[config.mk]
export PLATFORM = sky130hd
export DESIGN_NAME = sdcbf_command_fsm
export DESIGN_NICKNAME = d
export VERILOG_FILES = /design/src/sdcbf_pkg.sv /design/src/sdcbf_cmd_decode.sv /design/src/sdcbf_bank.sv /design/src/sdcbf_command_fsm.sv
export SDC_FILE = /design/constraint.sdc
export NUM_CORES = 1
export LEC_CHECK = 0
export BUFFER_PORTS_ARGS = -buffer_cell sky130_fd_sc_hd__buf_2
export CORE_MARGIN = 2
export CORE_UTILIZATION = 35
export CTS_BUF_LIST = sky130_fd_sc_hd__clkbuf_4
export CTS_CLUSTER_SIZE = 28
export DETAILED_ROUTE_END_ITERATION = 7
export PLACE_DENSITY = 0.63
export SLEW_MARGIN = 20
export SYNTH_ARGS = -nofsm -noshare
export SYNTH_HDL_FRONTEND = slang
export SYNTH_SLANG_ARGS = --single-unit
[constraint.sdc]
create_clock -name clock -period 3.2 [get_ports clock]
set_clock_uncertainty 0.15 [all_clocks]
set_input_delay 0.64 -clock clock [delete_from_list [all_inputs] [get_ports clock]]
set_output_delay 0.64 -clock clock [all_outputs]
set_load 0.02 [all_outputs]
[src/sdcbf_pkg.sv]
// Package: command codes, bank states, timing counts and pin groups
package sdcbf_pkg;
   // ------------------------------------------------------------
   // Timing
   // ------------------------------------------------------------
   localparam int CLK_PERIOD_PS = 40000;
   localparam int PRECHARGE_PERIOD_PS = 15000;
   localparam int ACTIVATE_TO_COLUMN_DELAY_PS = 15000;
   localparam int REFRESH_CYCLE_TIME_PS = 127500;
   localparam int WRITE_RECOVERY_PS = 15000;
   localparam int SELF_REFRESH_EXIT_DELAY_PS = 137500;
   localparam int MODE_REGISTER_DELAY_CK = 2;
   localparam int BURST_LENGTH = 4;

   function automatic int min_cycles(input int ps);
      int c;
      c = (ps + CLK_PERIOD_PS - 1) / CLK_PERIOD_PS;
      return (c < 1) ? 1 : c;
   endfunction

   localparam int PRECHARGE_PERIOD_CK = min_cycles(PRECHARGE_PERIOD_PS);
   localparam int ACTIVATE_TO_COLUMN_DELAY_CK = min_cycles(ACTIVATE_TO_COLUMN_DELAY_PS);
   localparam int REFRESH_CYCLE_TIME_CK = min_cycles(REFRESH_CYCLE_TIME_PS);
   localparam int WRITE_RECOVERY_CK = min_cycles(WRITE_RECOVERY_PS);
   localparam int SELF_REFRESH_EXIT_DELAY_CK = min_cycles(SELF_REFRESH_EXIT_DELAY_PS);
   localparam int BURST_CK = BURST_LENGTH / 2;

   // ------------------------------------------------------------
   // Widths and fields
   // ------------------------------------------------------------
   localparam int CNT_W = 4;
   localparam int NUM_BANKS = 8;
   localparam int BA_W = 3;
   localparam int ADDR_W = 14;
   localparam int AUTO_PRECHARGE_BIT = 10;
   localparam int COL_BITS_DEFAULT = 10;
   localparam logic [BA_W-1:0] BA_LOW_MASK = 3'h3;

   // ------------------------------------------------------------
   // Types
   // ------------------------------------------------------------
   typedef enum logic [3:0] {
      CMD_DESELECT, CMD_NOP, CMD_MODE_LOAD, CMD_REFRESH, CMD_SR_ENTRY,
      CMD_PRECHARGE, CMD_PRECHARGE_ALL, CMD_ACTIVATE, CMD_WRITE, CMD_WRITE_AP,
      CMD_READ, CMD_READ_AP, CMD_PD_ENTRY, CMD_CKE_EXIT, CMD_ILLEGAL
   } sdcbf_cmd_e;

   typedef enum logic [2:0] {
      BK_IDLE, BK_ACTIVATING, BK_ACTIVE, BK_READING, BK_WRITING,
      BK_READ_AP, BK_WRITE_AP, BK_PRECHARGING
   } sdcbf_bank_e;

   typedef enum logic [1:0] {PWR_ON, PWR_DOWN, PWR_SELF_REFRESH} sdcbf_pwr_e;

   typedef struct packed {
      logic cke;
      logic cs_n;
      logic ras_n;
      logic cas_n;
      logic we_n;
   } sdcbf_pins_s;

   typedef struct packed {
      logic [BA_W-1:0] ba;
      logic [ADDR_W-1:0] a;
   } sdcbf_addr_s;

   typedef struct packed {
      sdcbf_cmd_e cmd;
      logic [BA_W-1:0] bank;
      logic [ADDR_W-1:0] col;
      logic auto_pre;
   } sdcbf_dec_s;

   typedef struct packed {
      sdcbf_bank_e st;
      logic [CNT_W-1:0] cnt;
   } sdcbf_bank_s;

   typedef struct packed {
      sdcbf_pins_s sync1;
      sdcbf_pins_s sync2;
      sdcbf_addr_s addr1;
      sdcbf_addr_s addr2;
      logic odt1;
      logic odt2;
      logic ckep;
      sdcbf_pwr_e pwr;
      logic [CNT_W-1:0] gcnt;
      logic [CNT_W-1:0] xcnt;
      sdcbf_cmd_e cmd;
      logic strobe;
      logic mode_load;
      logic [BA_W-1:0] mode_sel;
      logic [ADDR_W-1:0] mode_op;
      logic [BA_W-1:0] bank;
      logic [ADDR_W-1:0] col;
      logic auto_pre;
      logic illegal;
      logic odt_en;
   } sdcbf_top_s;
endpackage

[src/sdcbf_cmd_decode.sv]
// Combinational decoder from sampled strobe levels to a command code
module sdcbf_cmd_decode
   import sdcbf_pkg::*;
#(
   parameter bit DENSITY_GE_1GB = 1'b1,
   parameter int COL_BITS = COL_BITS_DEFAULT
) (
   input wire sdcbf_pins_s pins,
   input wire logic cke_prev,
   input wire sdcbf_addr_s addr,
   output sdcbf_dec_s dec
);
   localparam logic [ADDR_W-1:0] COL_MASK = ADDR_W'((1 << COL_BITS) - 1);

   logic [2:0] sel;
   logic nop_like;

   always_comb begin
      sel = {pins.ras_n, pins.cas_n, pins.we_n};
      nop_like = pins.cs_n || (sel == 3'h7);
      dec.cmd = CMD_ILLEGAL;
      dec.bank = DENSITY_GE_1GB ? addr.ba : (addr.ba & BA_LOW_MASK); // [RL8]
      dec.col = addr.a & COL_MASK; // [RL9]
      dec.auto_pre = addr.a[AUTO_PRECHARGE_BIT]; // [RL6]
      if (!cke_prev) begin
         // Strobes are only looked at when clock enable rises
         dec.cmd = pins.cke ? (nop_like ? CMD_CKE_EXIT : CMD_ILLEGAL) : CMD_NOP;
      end else if (nop_like) begin
         if (!pins.cke) begin
            dec.cmd = CMD_PD_ENTRY; // [RL5]
         end else begin
            dec.cmd = pins.cs_n ? CMD_DESELECT : CMD_NOP; // [RL2]
         end
      end else if (!pins.cke) begin
         dec.cmd = (sel == 3'h1) ? CMD_SR_ENTRY : CMD_ILLEGAL; // [RL4]
      end else begin
         case (sel) // [RL1]
            3'h0: dec.cmd = CMD_MODE_LOAD; // [RL3]
            3'h1: dec.cmd = CMD_REFRESH;
            3'h2: dec.cmd = dec.auto_pre ? CMD_PRECHARGE_ALL : CMD_PRECHARGE; // [RL6]
            3'h3: dec.cmd = CMD_ACTIVATE;
            3'h4: dec.cmd = dec.auto_pre ? CMD_WRITE_AP : CMD_WRITE; // [RL6]
            3'h5: dec.cmd = dec.auto_pre ? CMD_READ_AP : CMD_READ;
            default: dec.cmd = CMD_ILLEGAL;
         endcase
      end
   end
endmodule // sdcbf_cmd_decode

[src/sdcbf_bank.sv]
// One bank: state and remaining cycles of its timed interval
module sdcbf_bank
   import sdcbf_pkg::*;
#(
   parameter int RP = PRECHARGE_PERIOD_CK,
   parameter int RCD = ACTIVATE_TO_COLUMN_DELAY_CK,
   parameter int WR = WRITE_RECOVERY_CK,
   parameter int BURST = BURST_CK
) (
   input wire logic clock,
   input wire logic resetn,
   input wire logic ce,
   input wire sdcbf_cmd_e cmd,
   input wire logic hit,
   output sdcbf_bank_e state,
   output logic illegal
);
   localparam int RCD_A = RCD;
   localparam int RP_A = RP;
   localparam int RDAP_M1 = BURST + RP - 1;

   sdcbf_bank_s r;
   sdcbf_bank_s n;
   logic last;
   logic busy;

   // Intervals of one cycle finish at the registering edge itself
   function automatic sdcbf_bank_s start(input sdcbf_bank_e timed,
                                         input sdcbf_bank_e done, input int len);
      sdcbf_bank_s s;
      s.st = (len <= 1) ? done : timed;
      s.cnt = (len <= 1) ? '0 : CNT_W'(len - 1);
      return s;
   endfunction

   always_comb begin
      n = r;
      illegal = 1'b0;
      last = (r.cnt == CNT_W'(1));
      busy = 1'b0;
      case (r.st)
         BK_IDLE: begin
            if (hit) begin
               if (cmd == CMD_ACTIVATE) begin
                  n = start(BK_ACTIVATING, BK_ACTIVE, RCD); // [RL16]
               end else if (!(cmd inside {CMD_PRECHARGE, CMD_PRECHARGE_ALL})) begin
                  illegal = 1'b1; // [RL22]
               end
            end
         end
         BK_ACTIVATING, BK_PRECHARGING, BK_READ_AP, BK_WRITE_AP: begin
            illegal = hit; // [RL15]
            if (last) begin
               n.st = (r.st == BK_ACTIVATING) ? BK_ACTIVE : BK_IDLE; // [RL12] [RL17] [RL18]
               n.cnt = '0;
            end else begin
               n.cnt = r.cnt - CNT_W'(1); // [RL23]
            end
         end
         BK_ACTIVE, BK_READING, BK_WRITING: begin
            busy = (r.st != BK_ACTIVE) && !last;
            if (r.st != BK_ACTIVE) begin
               n.st = last ? BK_ACTIVE : r.st;
               n.cnt = last ? '0 : r.cnt - CNT_W'(1);
            end
            if (hit) begin
               // Burst of four runs to its end before the bank takes more
               if (busy || cmd == CMD_ACTIVATE) begin
                  illegal = 1'b1; // [RL10] [RL14]
               end else begin
                  case (cmd)
                     CMD_READ: n = '{BK_READING, CNT_W'(BURST)};
                     CMD_WRITE: n = '{BK_WRITING, CNT_W'(BURST)};
                     CMD_READ_AP: n = start(BK_READ_AP, BK_IDLE, BURST + RP); // [RL18]
                     CMD_WRITE_AP: n = start(BK_WRITE_AP, BK_IDLE, BURST + WR + RP);
                     CMD_PRECHARGE, CMD_PRECHARGE_ALL:
                        n = start(BK_PRECHARGING, BK_IDLE, RP); // [RL17] [RL21]
                     default: illegal = 1'b1;
                  endcase
               end
            end
         end
         default: n = '{BK_IDLE, '0};
      endcase
   end

   always_ff @(posedge clock) begin
      if (!resetn) begin
         r <= '{BK_IDLE, '0};
      end else if (ce) begin
         r <= n;
      end
   end

   assign state = r.st;

   // ------------------------------------------------------------
   // Checks
   // ------------------------------------------------------------
   act_to_active_a: assert property (@(posedge clock iff ce) disable iff (!resetn) // [RL16]
      hit && cmd == CMD_ACTIVATE && r.st == BK_IDLE |-> ##RCD_A state == BK_ACTIVE)
      else $error("bank not row-active after activate delay");
   pre_to_idle_a: assert property (@(posedge clock iff ce) disable iff (!resetn) // [RL17]
      hit && cmd inside {CMD_PRECHARGE, CMD_PRECHARGE_ALL} && r.st == BK_ACTIVE
      |-> ##RP_A state == BK_IDLE)
      else $error("bank not idle after precharge period");
   rdap_to_idle_a: assert property (@(posedge clock iff ce) disable iff (!resetn) // [RL18]
      hit && cmd == CMD_READ_AP && r.st == BK_ACTIVE
      |-> ##1 state == BK_READ_AP ##RDAP_M1 state == BK_IDLE)
      else $error("auto precharge read did not end idle on time");
   burst_guard_a: assert property (@(posedge clock iff ce) disable iff (!resetn) // [RL10]
      hit && r.st inside {BK_READING, BK_WRITING} && r.cnt > CNT_W'(1) |-> illegal)
      else $error("burst interrupted without flag");
endmodule // sdcbf_bank

[src/sdcbf_command_fsm.sv]
// Top: pin sampling, command decode, power modes and per-bank tracking
// What this block does
// RL1: Commands decode from chip select, strobes and clock enable at rising edge.
// RL2: Chip select high or NOP encoding starts nothing; running intervals continue.
// RL3: All strobes low with clock enable high loads a mode register.
// RL4: Refresh encoding with clock enable falling enters self refresh; rising exits.
// RL5: Clock enable low with NOP enters power-down; high exits; no refresh there.
// RL6: Address bit ten selects auto precharge, or all-bank precharge.
// RL7: Termination input never alters decoding; termination is off in self refresh.
// RL8: Third bank address bit counts only for one-gigabit or larger densities.
// RL9: Column address bits above the configured width are ignored.
// RL10: Bursts of four are never interrupted by a later command.
// RL11: Bank legality applies only after two high clock-enable samples and exit delay.
// RL12: Idle after precharge; row-active after activate delay with no burst.
// RL13: Refresh and mode load only while every bank is idle.
// RL14: Row-active banks take read, write, precharge; write waits for read end.
// RL15: A bank in a timed interval takes no command of its own.
// RL16: Activate makes the bank row-active once the activate delay passes.
// RL17: Single-bank precharge returns the bank idle after the precharge period.
// RL18: Auto precharge access keeps the bank busy until idle after precharge.
// RL19: Refresh, mode load and precharge-all intervals accept only deselect or NOP.
// RL20: All banks idle after refresh cycle time or mode register delay.
// RL21: Precharge-all returns every bank idle after the precharge period.
// RL22: Precharge of several banks needs each valid; other sequences are illegal.
// RL23: Counters track every bank state and its remaining interval cycles.
module sdcbf_command_fsm
   import sdcbf_pkg::*;
#(
   parameter bit DENSITY_GE_1GB = 1'b1,
   parameter int COL_BITS = COL_BITS_DEFAULT,
   parameter int BANKS = NUM_BANKS
) (
   input wire logic clock,
   input wire logic resetn,
   input wire logic ce,
   input wire sdcbf_pins_s pins,
   input wire sdcbf_addr_s addr,
   input wire logic termination_control,
   output sdcbf_cmd_e cmd_code,
   output logic cmd_strobe,
   output logic [BA_W-1:0] cmd_bank,
   output logic [ADDR_W-1:0] col_addr,
   output logic auto_precharge_bit,
   output logic mode_load,
   output logic [BA_W-1:0] mode_select,
   output logic [ADDR_W-1:0] mode_opcode,
   output logic [BANKS-1:0] bank_idle,
   output logic [BANKS-1:0] bank_open,
   output logic all_idle,
   output logic power_down,
   output logic self_refresh,
   output logic termination_enable,
   output logic illegal
);
   // ------------------------------------------------------------
   // Interval lengths
   // ------------------------------------------------------------
   // Global counter holds cycles still to wait after the taking edge
   localparam logic [CNT_W-1:0] RFC_LOAD = CNT_W'(REFRESH_CYCLE_TIME_CK - 1);
   localparam logic [CNT_W-1:0] MRD_LOAD = CNT_W'(MODE_REGISTER_DELAY_CK - 1);
   localparam logic [CNT_W-1:0] RP_LOAD = CNT_W'(PRECHARGE_PERIOD_CK - 1);
   localparam logic [CNT_W-1:0] XSNR_LOAD = CNT_W'(SELF_REFRESH_EXIT_DELAY_CK - 1);
   localparam int RFC_M1 = REFRESH_CYCLE_TIME_CK - 1;
   localparam int MRD_M1 = MODE_REGISTER_DELAY_CK - 1;

   sdcbf_top_s r;
   sdcbf_top_s n;
   sdcbf_dec_s dec;
   sdcbf_bank_e bank_state [BANKS];
   logic [BANKS-1:0] bank_hit;
   logic [BANKS-1:0] bank_bad;
   logic bank_go;
   logic window;
   logic quiet;
   logic all_idle_w;

   // ------------------------------------------------------------
   // Decode
   // ------------------------------------------------------------
   // The second sampling stage and the delayed clock-enable sample feed the decoder
   sdcbf_cmd_decode #(
      .DENSITY_GE_1GB(DENSITY_GE_1GB),
      .COL_BITS(COL_BITS)
   ) u_decode (
      .pins(r.sync2),
      .cke_prev(r.ckep),
      .addr(r.addr2),
      .dec(dec)
   );

   // Both clock-enable samples high and exit delay gone
   assign window = r.ckep && r.sync2.cke && (r.xcnt == '0) && (r.pwr == PWR_ON); // [RL11]
   assign quiet = dec.cmd inside {CMD_DESELECT, CMD_NOP}; // [RL2]
   assign bank_go = window && (r.gcnt == '0) && (dec.cmd inside {CMD_PRECHARGE,
      CMD_PRECHARGE_ALL, CMD_ACTIVATE, CMD_WRITE, CMD_WRITE_AP, CMD_READ, CMD_READ_AP});

   // ------------------------------------------------------------
   // Banks
   // ------------------------------------------------------------
   for (genvar i = 0; i < BANKS; i++) begin : g_bank
      assign bank_hit[i] = bank_go &&
         (dec.cmd == CMD_PRECHARGE_ALL || dec.bank == BA_W'(i)); // [RL21]
      sdcbf_bank u_bank (
         .clock(clock),
         .resetn(resetn),
         .ce(ce),
         .cmd(dec.cmd),
         .hit(bank_hit[i]),
         .state(bank_state[i]),
         .illegal(bank_bad[i])
      );
      assign bank_idle[i] = (bank_state[i] == BK_IDLE);
      assign bank_open[i] = (bank_state[i] == BK_ACTIVE);
   end

   assign all_idle_w = (&bank_idle) && (r.gcnt == '0); // [RL20]

   // ------------------------------------------------------------
   // Next state
   // ------------------------------------------------------------
   always_comb begin
      n = r;
      n.sync1 = pins;
      n.sync2 = r.sync1;
      n.addr1 = addr;
      n.addr2 = r.addr1;
      n.odt1 = termination_control;
      n.odt2 = r.odt1;
      n.ckep = r.sync2.cke;
      n.strobe = 1'b0;
      n.mode_load = 1'b0;
      n.illegal = 1'b0;
      if (r.gcnt != '0) begin
         n.gcnt = r.gcnt - CNT_W'(1); // [RL23]
      end
      if (r.xcnt != '0) begin
         n.xcnt = r.xcnt - CNT_W'(1);
      end
      case (r.pwr)
         PWR_ON: begin
            if (r.ckep && !r.sync2.cke) begin
               if (dec.cmd == CMD_SR_ENTRY && all_idle_w) begin
                  n.pwr = PWR_SELF_REFRESH; // [RL4]
               end else if (dec.cmd == CMD_PD_ENTRY && r.gcnt == '0) begin
                  n.pwr = PWR_DOWN; // [RL5]
               end else begin
                  n.illegal = 1'b1;
               end
            end else if (window && !quiet) begin
               if (dec.cmd == CMD_ILLEGAL || r.gcnt != '0) begin
                  n.illegal = 1'b1; // [RL19] [RL22]
               end else if (dec.cmd inside {CMD_REFRESH, CMD_MODE_LOAD} && !all_idle_w) begin
                  n.illegal = 1'b1; // [RL13]
               end else if (|bank_bad) begin
                  n.illegal = 1'b1; // [RL14] [RL15] [RL22]
               end else begin
                  n.strobe = 1'b1; // [RL1]
                  n.cmd = dec.cmd;
                  n.bank = dec.bank;
                  n.col = dec.col;
                  n.auto_pre = dec.auto_pre; // [RL6]
                  case (dec.cmd)
                     CMD_REFRESH: n.gcnt = RFC_LOAD; // [RL20]
                     CMD_MODE_LOAD: begin
                        n.gcnt = MRD_LOAD; // [RL20]
                        n.mode_load = 1'b1; // [RL3]
                        n.mode_sel = dec.bank;
                        n.mode_op = r.addr2.a;
                     end
                     CMD_PRECHARGE_ALL: n.gcnt = RP_LOAD; // [RL19]
                     default: n.gcnt = r.gcnt;
                  endcase
               end
            end
         end
         PWR_DOWN: begin
            // Banks keep their state; the controller owns the refresh budget
            if (r.sync2.cke) begin
               n.pwr = PWR_ON; // [RL5]
               n.illegal = (dec.cmd != CMD_CKE_EXIT);
            end
         end
         PWR_SELF_REFRESH: begin
            // Exit on the level alone, whatever the strobes show
            if (r.sync2.cke) begin
               n.pwr = PWR_ON; // [RL4]
               n.xcnt = XSNR_LOAD; // [RL11]
            end
         end
         default: n.pwr = PWR_ON;
      endcase
      n.odt_en = r.odt2 && (n.pwr != PWR_SELF_REFRESH); // [RL7]
   end

   // ------------------------------------------------------------
   // State register
   // ------------------------------------------------------------
   always_ff @(posedge clock) begin
      if (!resetn) begin
         r <= '0;
      end else if (ce) begin
         r <= n;
      end
   end

   // ------------------------------------------------------------
   // Outputs
   // ------------------------------------------------------------
   assign cmd_code = r.cmd;
   assign cmd_strobe = r.strobe;
   assign cmd_bank = r.bank;
   assign col_addr = r.col;
   assign auto_precharge_bit = r.auto_pre;
   assign mode_load = r.mode_load;
   assign mode_select = r.mode_sel;
   assign mode_opcode = r.mode_op;
   assign all_idle = all_idle_w;
   assign power_down = (r.pwr == PWR_DOWN);
   assign self_refresh = (r.pwr == PWR_SELF_REFRESH);
   assign termination_enable = r.odt_en;
   assign illegal = r.illegal;

   // ------------------------------------------------------------
   // Checks
   // ------------------------------------------------------------
   refresh_idle_a: assert property (@(posedge clock iff ce) disable iff (!resetn) // [RL20]
      cmd_strobe && cmd_code == CMD_REFRESH |-> ##RFC_M1 all_idle)
      else $error("banks not idle after refresh cycle time");
   mode_idle_a: assert property (@(posedge clock iff ce) disable iff (!resetn) // [RL20]
      mode_load |-> ##MRD_M1 all_idle)
      else $error("banks not idle after mode register delay");
   mode_cmd_a: assert property (@(posedge clock iff ce) disable iff (!resetn) // [RL3]
      mode_load |-> cmd_strobe && cmd_code == CMD_MODE_LOAD && mode_select == cmd_bank)
      else $error("mode load strobe without mode load command");
   sr_term_off_a: assert property (@(posedge clock iff ce) disable iff (!resetn) // [RL7]
      self_refresh |-> !termination_enable)
      else $error("termination enabled in self refresh");
   sr_exit_a: assert property (@(posedge clock iff ce) disable iff (!resetn) // [RL4]
      self_refresh && r.sync2.cke |=> !self_refresh ##1 !cmd_strobe)
      else $error("self refresh exit missed or command too early");
   pd_no_cmd_a: assert property (@(posedge clock iff ce) disable iff (!resetn) // [RL5]
      power_down |=> !cmd_strobe)
      else $error("command taken during power-down");
   busy_refused_a: assert property (@(posedge clock iff ce) disable iff (!resetn) // [RL19]
      window && !quiet && r.gcnt != '0 |=> illegal && !cmd_strobe)
      else $error("command taken inside global interval");
   refresh_needs_idle_a: assert property (@(posedge clock iff ce) disable iff (!resetn) // [RL13]
      cmd_strobe && cmd_code inside {CMD_REFRESH, CMD_MODE_LOAD} |-> $past(all_idle_w))
      else $error("refresh or mode load taken with busy bank");
endmodule // sdcbf_command_fsm

# After elaboration in Yosys (flattened, before gate mapping)
# Cells that the tools add are included.
dict set report classes {
  n_addsub 10
  n_eq_ne 127
  muxes 159
  n_bitwise 4
  n_reduce_logical 117
}
# cell count
set ops {}
lappend ops {{7-bit one-hot mux with 5 select lines} 8}
lappend ops {{7-bit 2-to-1 mux} 33}
lappend ops {{37-bit 2-to-1 mux} 5}
lappend ops {{7-bit one-hot mux with 3 select lines} 8}
lappend ops {{3-bit equality test, second input constant} 39}
lappend ops {{4-bit 2-to-1 mux} 24}
lappend ops {{3-bit by 2-bit equality test with 1-bit output, second input constant} 20}
lappend ops {{3-bit 2-to-1 mux} 16}
lappend ops {{2-bit by 1-bit != test with 1-bit output, second input constant} 24}
lappend ops {{4-bit by 1-bit subtractor with 4-bit output, second input constant} 10}
lappend ops {{38-bit 2-to-1 mux} 1}
lappend ops {{1-bit 2-to-1 mux} 37}
lappend ops {{4-bit by 1-bit equality test with 1-bit output, second input constant} 9}
lappend ops {{4-bit AND reduction} 8}
lappend ops {{4-bit OR reduction} 8}
lappend ops {{3-bit by 1-bit equality test with 1-bit output, second input constant} 10}
lappend ops {{3-bit logical NOT} 10}
lappend ops {{1-bit logical AND} 28}
lappend ops {{2-bit 2-to-1 mux} 14}
lappend ops {{4-bit equality test, second input constant} 6}
lappend ops {{3-bit by 2-bit != test with 1-bit output, second input constant} 8}
lappend ops {{1-bit one-hot mux with 3 select lines} 8}
lappend ops {{4-bit one-hot mux with 6 select lines} 1}
lappend ops {{3-bit AND reduction} 8}
lappend ops {{other kinds (26)} 74}
dict set report totals {
  ff_bits 152
  in_bits 26
  out_inout_bits 62
  word_cells 463
}

# Logic depth before layout (Yosys ltp)
dict set report logic_depth {
  word_depth 18
  ltp_mapped 14
  depth_no_buf 12
}

# By module
# Synthesis repeated with hierarchy kept, for this count alone.
dict set report hier_totals {
  cells_unflattened 1376
  area_unflattened_um2 11385.9
}
# module n_inst cells_each area_per_inst_um2 seq_area_each_um2
set by_module_without_submodules {}
lappend by_module_without_submodules {sdcbf_command_fsm 1 533 4793.3 2001.9}
lappend by_module_without_submodules {{sdcbf_bank at g_bank[3].u_bank ...} 5 96 775.7 140.1}
lappend by_module_without_submodules {{sdcbf_bank at g_bank[0].u_bank ...} 2 104 803.3 140.1}
lappend by_module_without_submodules {{sdcbf_bank at g_bank[2].u_bank} 1 110 802.0 140.1}
lappend by_module_without_submodules {sdcbf_cmd_decode 1 45 305.3 0.0}

# Worst setup path after synthesis
# No wires, ideal clock.
dict set report synth_timing {
  path_kind {register to register}
  startpoint {register g_bank[7].u_bank.r (netlist bit g_bank[7].u_bank.state[2])}
  endpoint {register r (netlist bit mode_select[1])}
  setup_ps 72
  arrival_ps 3247
  required_ps 2978
  path_slack_ps -269
  stages_incl_launch_ff 13
  n_path_buf 3
  synth_period_minus_slack_ps 3469
  path_cell_list {dfxtp_1 > clkbuf_1 > nor3_1 > nand4_1 > nor3_1 > a21oi_1 > nor2_1 > nor4b_4 > nand3_2 > nor3_2 > buf_6 > buf_12 > mux2i_1}
}
dict set report synth_between {
  word_cells_on_any_way 24
  classes_between {8 x eq/ne; 3 x mux; 2 x bitwise; 11 x reduce/logical}
}
# item line
set synth_rtl {}
lappend synth_rtl {{start, declared} sdcbf_bank.sv:22} ;# sdcbf_bank_s r;
lappend synth_rtl {{start signal, assigned} sdcbf_bank.sv:89} ;# r <= '{BK_IDLE, '0};
lappend synth_rtl {{start signal, assigned} sdcbf_bank.sv:91} ;# r <= n;
lappend synth_rtl {{3-bit logical NOT} sdcbf_command_fsm.sv:112} ;# assign bank_idle[i] = (bank_state[i] == BK_IDLE);
lappend synth_rtl {{named net bank_idle[7]} sdcbf_command_fsm.sv:47} ;# output logic [BANKS-1:0] bank_idle,
lappend synth_rtl {{8-bit AND reduction} sdcbf_command_fsm.sv:116} ;# assign all_idle_w = (&bank_idle) && (r.gcnt == '0);
lappend synth_rtl {{1-bit logical AND} sdcbf_command_fsm.sv:116}
lappend synth_rtl {{named net all_idle} sdcbf_command_fsm.sv:49} ;# output logic all_idle,
lappend synth_rtl {{1-bit logical NOT} sdcbf_command_fsm.sv:152} ;# end else if (dec.cmd inside {CMD_REFRESH, CMD_MODE_LOAD} && !all_idle_w) begin
lappend synth_rtl {{1-bit logical AND} sdcbf_command_fsm.sv:152}
lappend synth_rtl {{1-bit inverter (no line)} n/a}
lappend synth_rtl {{8-bit AND reduction (no line)} n/a}
lappend synth_rtl {{end signal, assigned} sdcbf_command_fsm.sv:202} ;# r <= n;
lappend synth_rtl {{end, declared} sdcbf_command_fsm.sv:66} ;# sdcbf_top_s r;
# The timed path passes the listed nets, and every way through them passes these cells.
# A chain may end at the register's enable or synchronous reset.

# Worst setup path after layout
dict set report layout_timing {
  startpoint {register r[90] (netlist bit)}
  endpoint {register r (netlist bit cmd_bank[2])}
}
dict set report layout_between {
  elab_chain_len 14
  word_cells_on_any_way 101
  classes_between {17 x eq/ne; 42 x mux; 3 x bitwise; 39 x reduce/logical}
}
# item line
set layout_lines {}
lappend layout_lines {{3-bit equality test, or another cell as far along} sdcbf_cmd_decode.sv:37} ;# case (sel)
lappend layout_lines {{4-bit one-hot mux with 6 select lines, or another cell as far along} sdcbf_cmd_decode.sv:37}
lappend layout_lines {{4-bit 2-to-1 mux or 2-bit 2-to-1 mux (tied branches)} {sdcbf_cmd_decode.sv:34, sdcbf_cmd_decode.sv:27}}
lappend layout_lines {{4-bit 2-to-1 mux, on equally long branches} {sdcbf_cmd_decode.sv:28, sdcbf_cmd_decode.sv:27}}
lappend layout_lines {{4-bit 2-to-1 mux *} sdcbf_cmd_decode.sv:25} ;# if (!cke_prev) begin
lappend layout_lines {{4-bit by 3-bit equality test with 1-bit output, or another cell as far along} {sdcbf_bank.sv:46, sdcbf_bank.sv:71, sdcbf_command_fsm.sv:94}}
lappend layout_lines {{6-bit OR reduction (no line), or another cell as far along} n/a}
lappend layout_lines {{1-bit 2-to-1 mux, or another cell as far along} sdcbf_bank.sv:71} ;# case (cmd)
lappend layout_lines {{1-bit 2-to-1 mux, or another cell as far along} sdcbf_bank.sv:68} ;# if (busy || cmd == CMD_ACTIVATE) begin
lappend layout_lines {{1-bit 2-to-1 mux, on equally long branches} {sdcbf_bank.sv:66, sdcbf_bank.sv:43}}
lappend layout_lines {{1-bit one-hot mux with 3 select lines} sdcbf_bank.sv:41} ;# case (r.st)
lappend layout_lines {{8-bit OR reduction} sdcbf_command_fsm.sv:154} ;# end else if (|bank_bad) begin
lappend layout_lines {{1-bit inverter (no line)} n/a}
lappend layout_lines {{7-bit AND reduction (no line) *} n/a}
# Every way passes the cells marked *; elsewhere a longest branch is shown, timed or not.

==> results.json <==
{
  "cts_tree": "built",
  "path_max_fanout": 10,
  "synth_edf_count": 0,
  "wl_per_cell_microns": 16.0,
  "coreArea_sq_um": 26200,
  "critPathCaptureType": "flop",
  "seq_area_sq_um": 3060,
  "power_mw": 3.78,
  "critical_path_arrival_ns": 3.58,
  "clockRootBuffer": "clkbuf_4",
  "slew_headroom_pct": 60.8,
  "seq_area_frac_synth_pct": 32.4,
  "tns_ns": -1.14,
  "fmaxAchievable_mhz": 306,
  "routed-via-count": 9145,
  "yosysWarningCount": 0,
  "grt_pass1_vias": 8452,
  "status": "complete, but fails checks",
  "hold_buffers": 0,
  "ios": 88,
  "yosys.area.top_type_share_pct": 32.4,
  "rsz0062_at_grt": "true",
  "grt_pass1_wl_microns": 43700,
  "synthArstFlopShare_pct": 0,
  "grt_max_degree": 50,
  "drt-vias-per-instance": 5.39,
  "power.share.clock_pct": 33.8,
  "p_int_mw": 2.61,
  "area_growth_pct": 20.5,
  "antenna_found_initial": 1,
  "tightest_slew_ns": 0.589,
  "min_period_ns": 3.27,
  "die-width_microns": 168,
  "crit_type": "reg -> reg",
  "swShare_pct": 30.9,
  "antenna_left": 0,
  "post-place-ws_ns": -0.0783,
  "p_seq_share_pct": 52.7,
  "post-dp-hpwl_microns": 19500,
  "gp_congestion": 0.924,
  "finalWirelength_microns": 27200,
  "insertion_delay_ns": 0.59,
  "p_leak_nw": 4.70,
  "ys.flop_type": "dfxtp_1",
  "fill_cells": 2607,
  "final_layout_size_suffix_gt1_share_pct": 23.4,
  "violations": "negative setup slack",
  "cts_inserted_buffers": 17,
  "clock_sinks": 152,
  "p_comb_share_pct": 13.6,
  "yosys-top-cells-area": "dfxtp_1, mux2i_1, nor2_1",
  "synth_seq_cells": 152,
  "setup_violations": 33,
  "power.switching_mw": 1.17,
  "ys_types": 86,
  "grt_usage_pct": 19.0,
  "setup_slack_ns": -0.0661,
  "syn_inst": 1213,
  "rows": 59,
  "htreeDepth": 4,
  "dr.pass1.iters": 8,
  "maxCapViolCount": 0,
  "syn_avg_cell_area_sq_um": 7.75,
  "power_density_nw_per_um2": 334,
  "numPortBuffers": 83,
  "ir_worst_vdd_v": 0.000241,
  "drv_slew": 0,
  "netlist_area_sq_um": 9400,
  "cp-start-kind": "flop",
  "clockBufferDepth": 2,
  "overflow": 0,
  "hold_ws_ns": 0.115,
  "final_util_pct": 43.2,
  "start_util_pct": 35.9,
  "remaining_drc_errors": 0,
  "die_height_microns": 168,
  "path_clk_slew_ns": 0.16,
  "fin_nets": 1397,
  "dr.first_iter.drc_count": 712,
  "reg2reg_slack_ns": -0.07,
  "multiInputGateArea_sq_um": 5830,
  "die_area_sq_um": 28200,
  "required_ns": 3.51,
  "fin_crit_sh_pct": 102,
  "hold_path.class": "in -> reg",
  "yosys.area.top_type": "dfxtp_1",
  "final_hold_viol_count": 0
}
timing repair:
item	in CTS	in global routing
gates cloned	2	1
resized for setup	17	40
setup buffers	4	9
pin swaps	9	12
endpoints found under the setup margin	34	63
registers in the layout (all words and copies together), names as in the netlist:
register             count
auto_precharge_bit       1
cmd_bank                 3
cmd_code                 4
cmd_strobe               1
col_addr                10
g_bank.u_bank.r         32
g_bank.u_bank.state     24
illegal                  1
mode_load                1
mode_opcode             14
mode_select              3
n                       24
r                       33
termination_enable       1
Yosys cell counts (5+ instances only):
master      n
a21oi_1    92
nand3b_1    5
o21ai_0    60
a22oi_1    17
a31oi_1    13
o22ai_1    11
nor3b_1    11
a211oi_1   11
buf_4      39
nor4b_1     5
inv_1      45
a32oi_1     6
nand3_1    22
buf_2       6
nand2_1   129
and2_1      9
clkbuf_1   50
and3_1      8
nand4_1     9
or3_1      19
ha_1       22
nor2b_1    14
nor2_1    180
nand2b_1   16
o21a_1      9
mux2i_1   103
nor3_1     35
o31ai_1     7
dfxtp_1   152
power by group through the flow:
stage / Combinational [mW] / Sequential [mW] / Clock, mW
after floorplan: 0.292 / 2.02 / 0
after global placement: 0.452 / 2.03 / 0
after detailed placement: 0.458 / 2.03 / 0
after CTS: 0.464 / 1.99 / 1.31
after global routing: 0.556 / 2.00 / 1.39
final: 0.513 / 1.99 / 1.28
metrics by stage:
step / instance area [sq um] / instances
after floorplan: 9440 / 1216
after global placement: 10600 / 1650
after detailed placement: 10600 / 1650
after CTS: 11100 / 1687
after global routing: 11300 / 1698
final: 11300 / 1698
path summary, 6_finish.rpt:
| kind | startpoint | endpoint | cells after the start |
|---|---|---|---|
| worst max-delay path | r[90] | cmd_bank[2] | 15 |
| worst min-delay path | addr[7] | n[63] | 3 |
| worst max register to register | r[90] | cmd_bank[2] | 15 |
| worst min register to register | mode_opcode[2] | mode_opcode[2] | 2 |
per-layer routing:
layer  vias to the layer above  wire (microns)  global-route usage [%]
li1                       4541               -                       -
met1                      4294           12500                    25.2
met2                       279           12300                    30.9
met3                        31            2030                    5.17
met4                         0             379                    4.27
met5                         -               0                       0
layout make-up:
cell class | instances | area share (%)
multi-input combinational | 914 | 51.4
sequential | 152 | 27.0
timing repair buffer | 218 | 13.7
tap | 335 | 3.70
inverter | 46 | 1.55
clock inverter | 14 | 1.37
clock buffer | 18 | 1.19
antenna | 1 | 0.0221
cell usage in the layout (no fill, tap or decap), types with 8 or more instances in the layout:
master and instances:
a211oi_1 11, a21oi_1 89, a22oi_1 17, a31oi_1 13
and2_1 9, and3_1 8, buf_2 82, buf_4 122
buf_6 8, clkbuf_4 18, dfxtp_1 146, ha_1 22
inv_1 45, mux2i_1 103, nand2_1 129, nand2b_1 16
nand3_1 19, nand4_1 9, nor2_1 177, nor2b_1 13
nor3_1 31, nor3b_1 10, o21a_1 9, o21ai_0 57
o22ai_1 11, or3_1 16
cell families after synthesis:
family / share of synthesized area [%]
multiplexers: 11.4
adder cells (fa/ha/maj): 2.93
XOR/XNOR: 0.373
AND/OR/NAND/NOR: 25.1
flip-flops: 32.4
other: 0.0399
AO/OA/AOI/OAI: 19.6
buffers and inverters: 8.12
critical path, stage by stage (launching register included):
cell and delay [ns]:
dfxtp_2 0.39, or3b_4 0.41, a211oi_4 0.27, buf_4 0.16, buf_6 0.13, o21ai_2 0.07
buf_4 0.17, buf_4 0.14, a211oi_1 0.19, o31ai_1 0.12, and4b_2 0.29, nand3_4 0.10
buf_4 0.17, buf_12 0.14, mux2i_1 0.20, nor2_1 0.05
(Power assumes the default switching activity.)
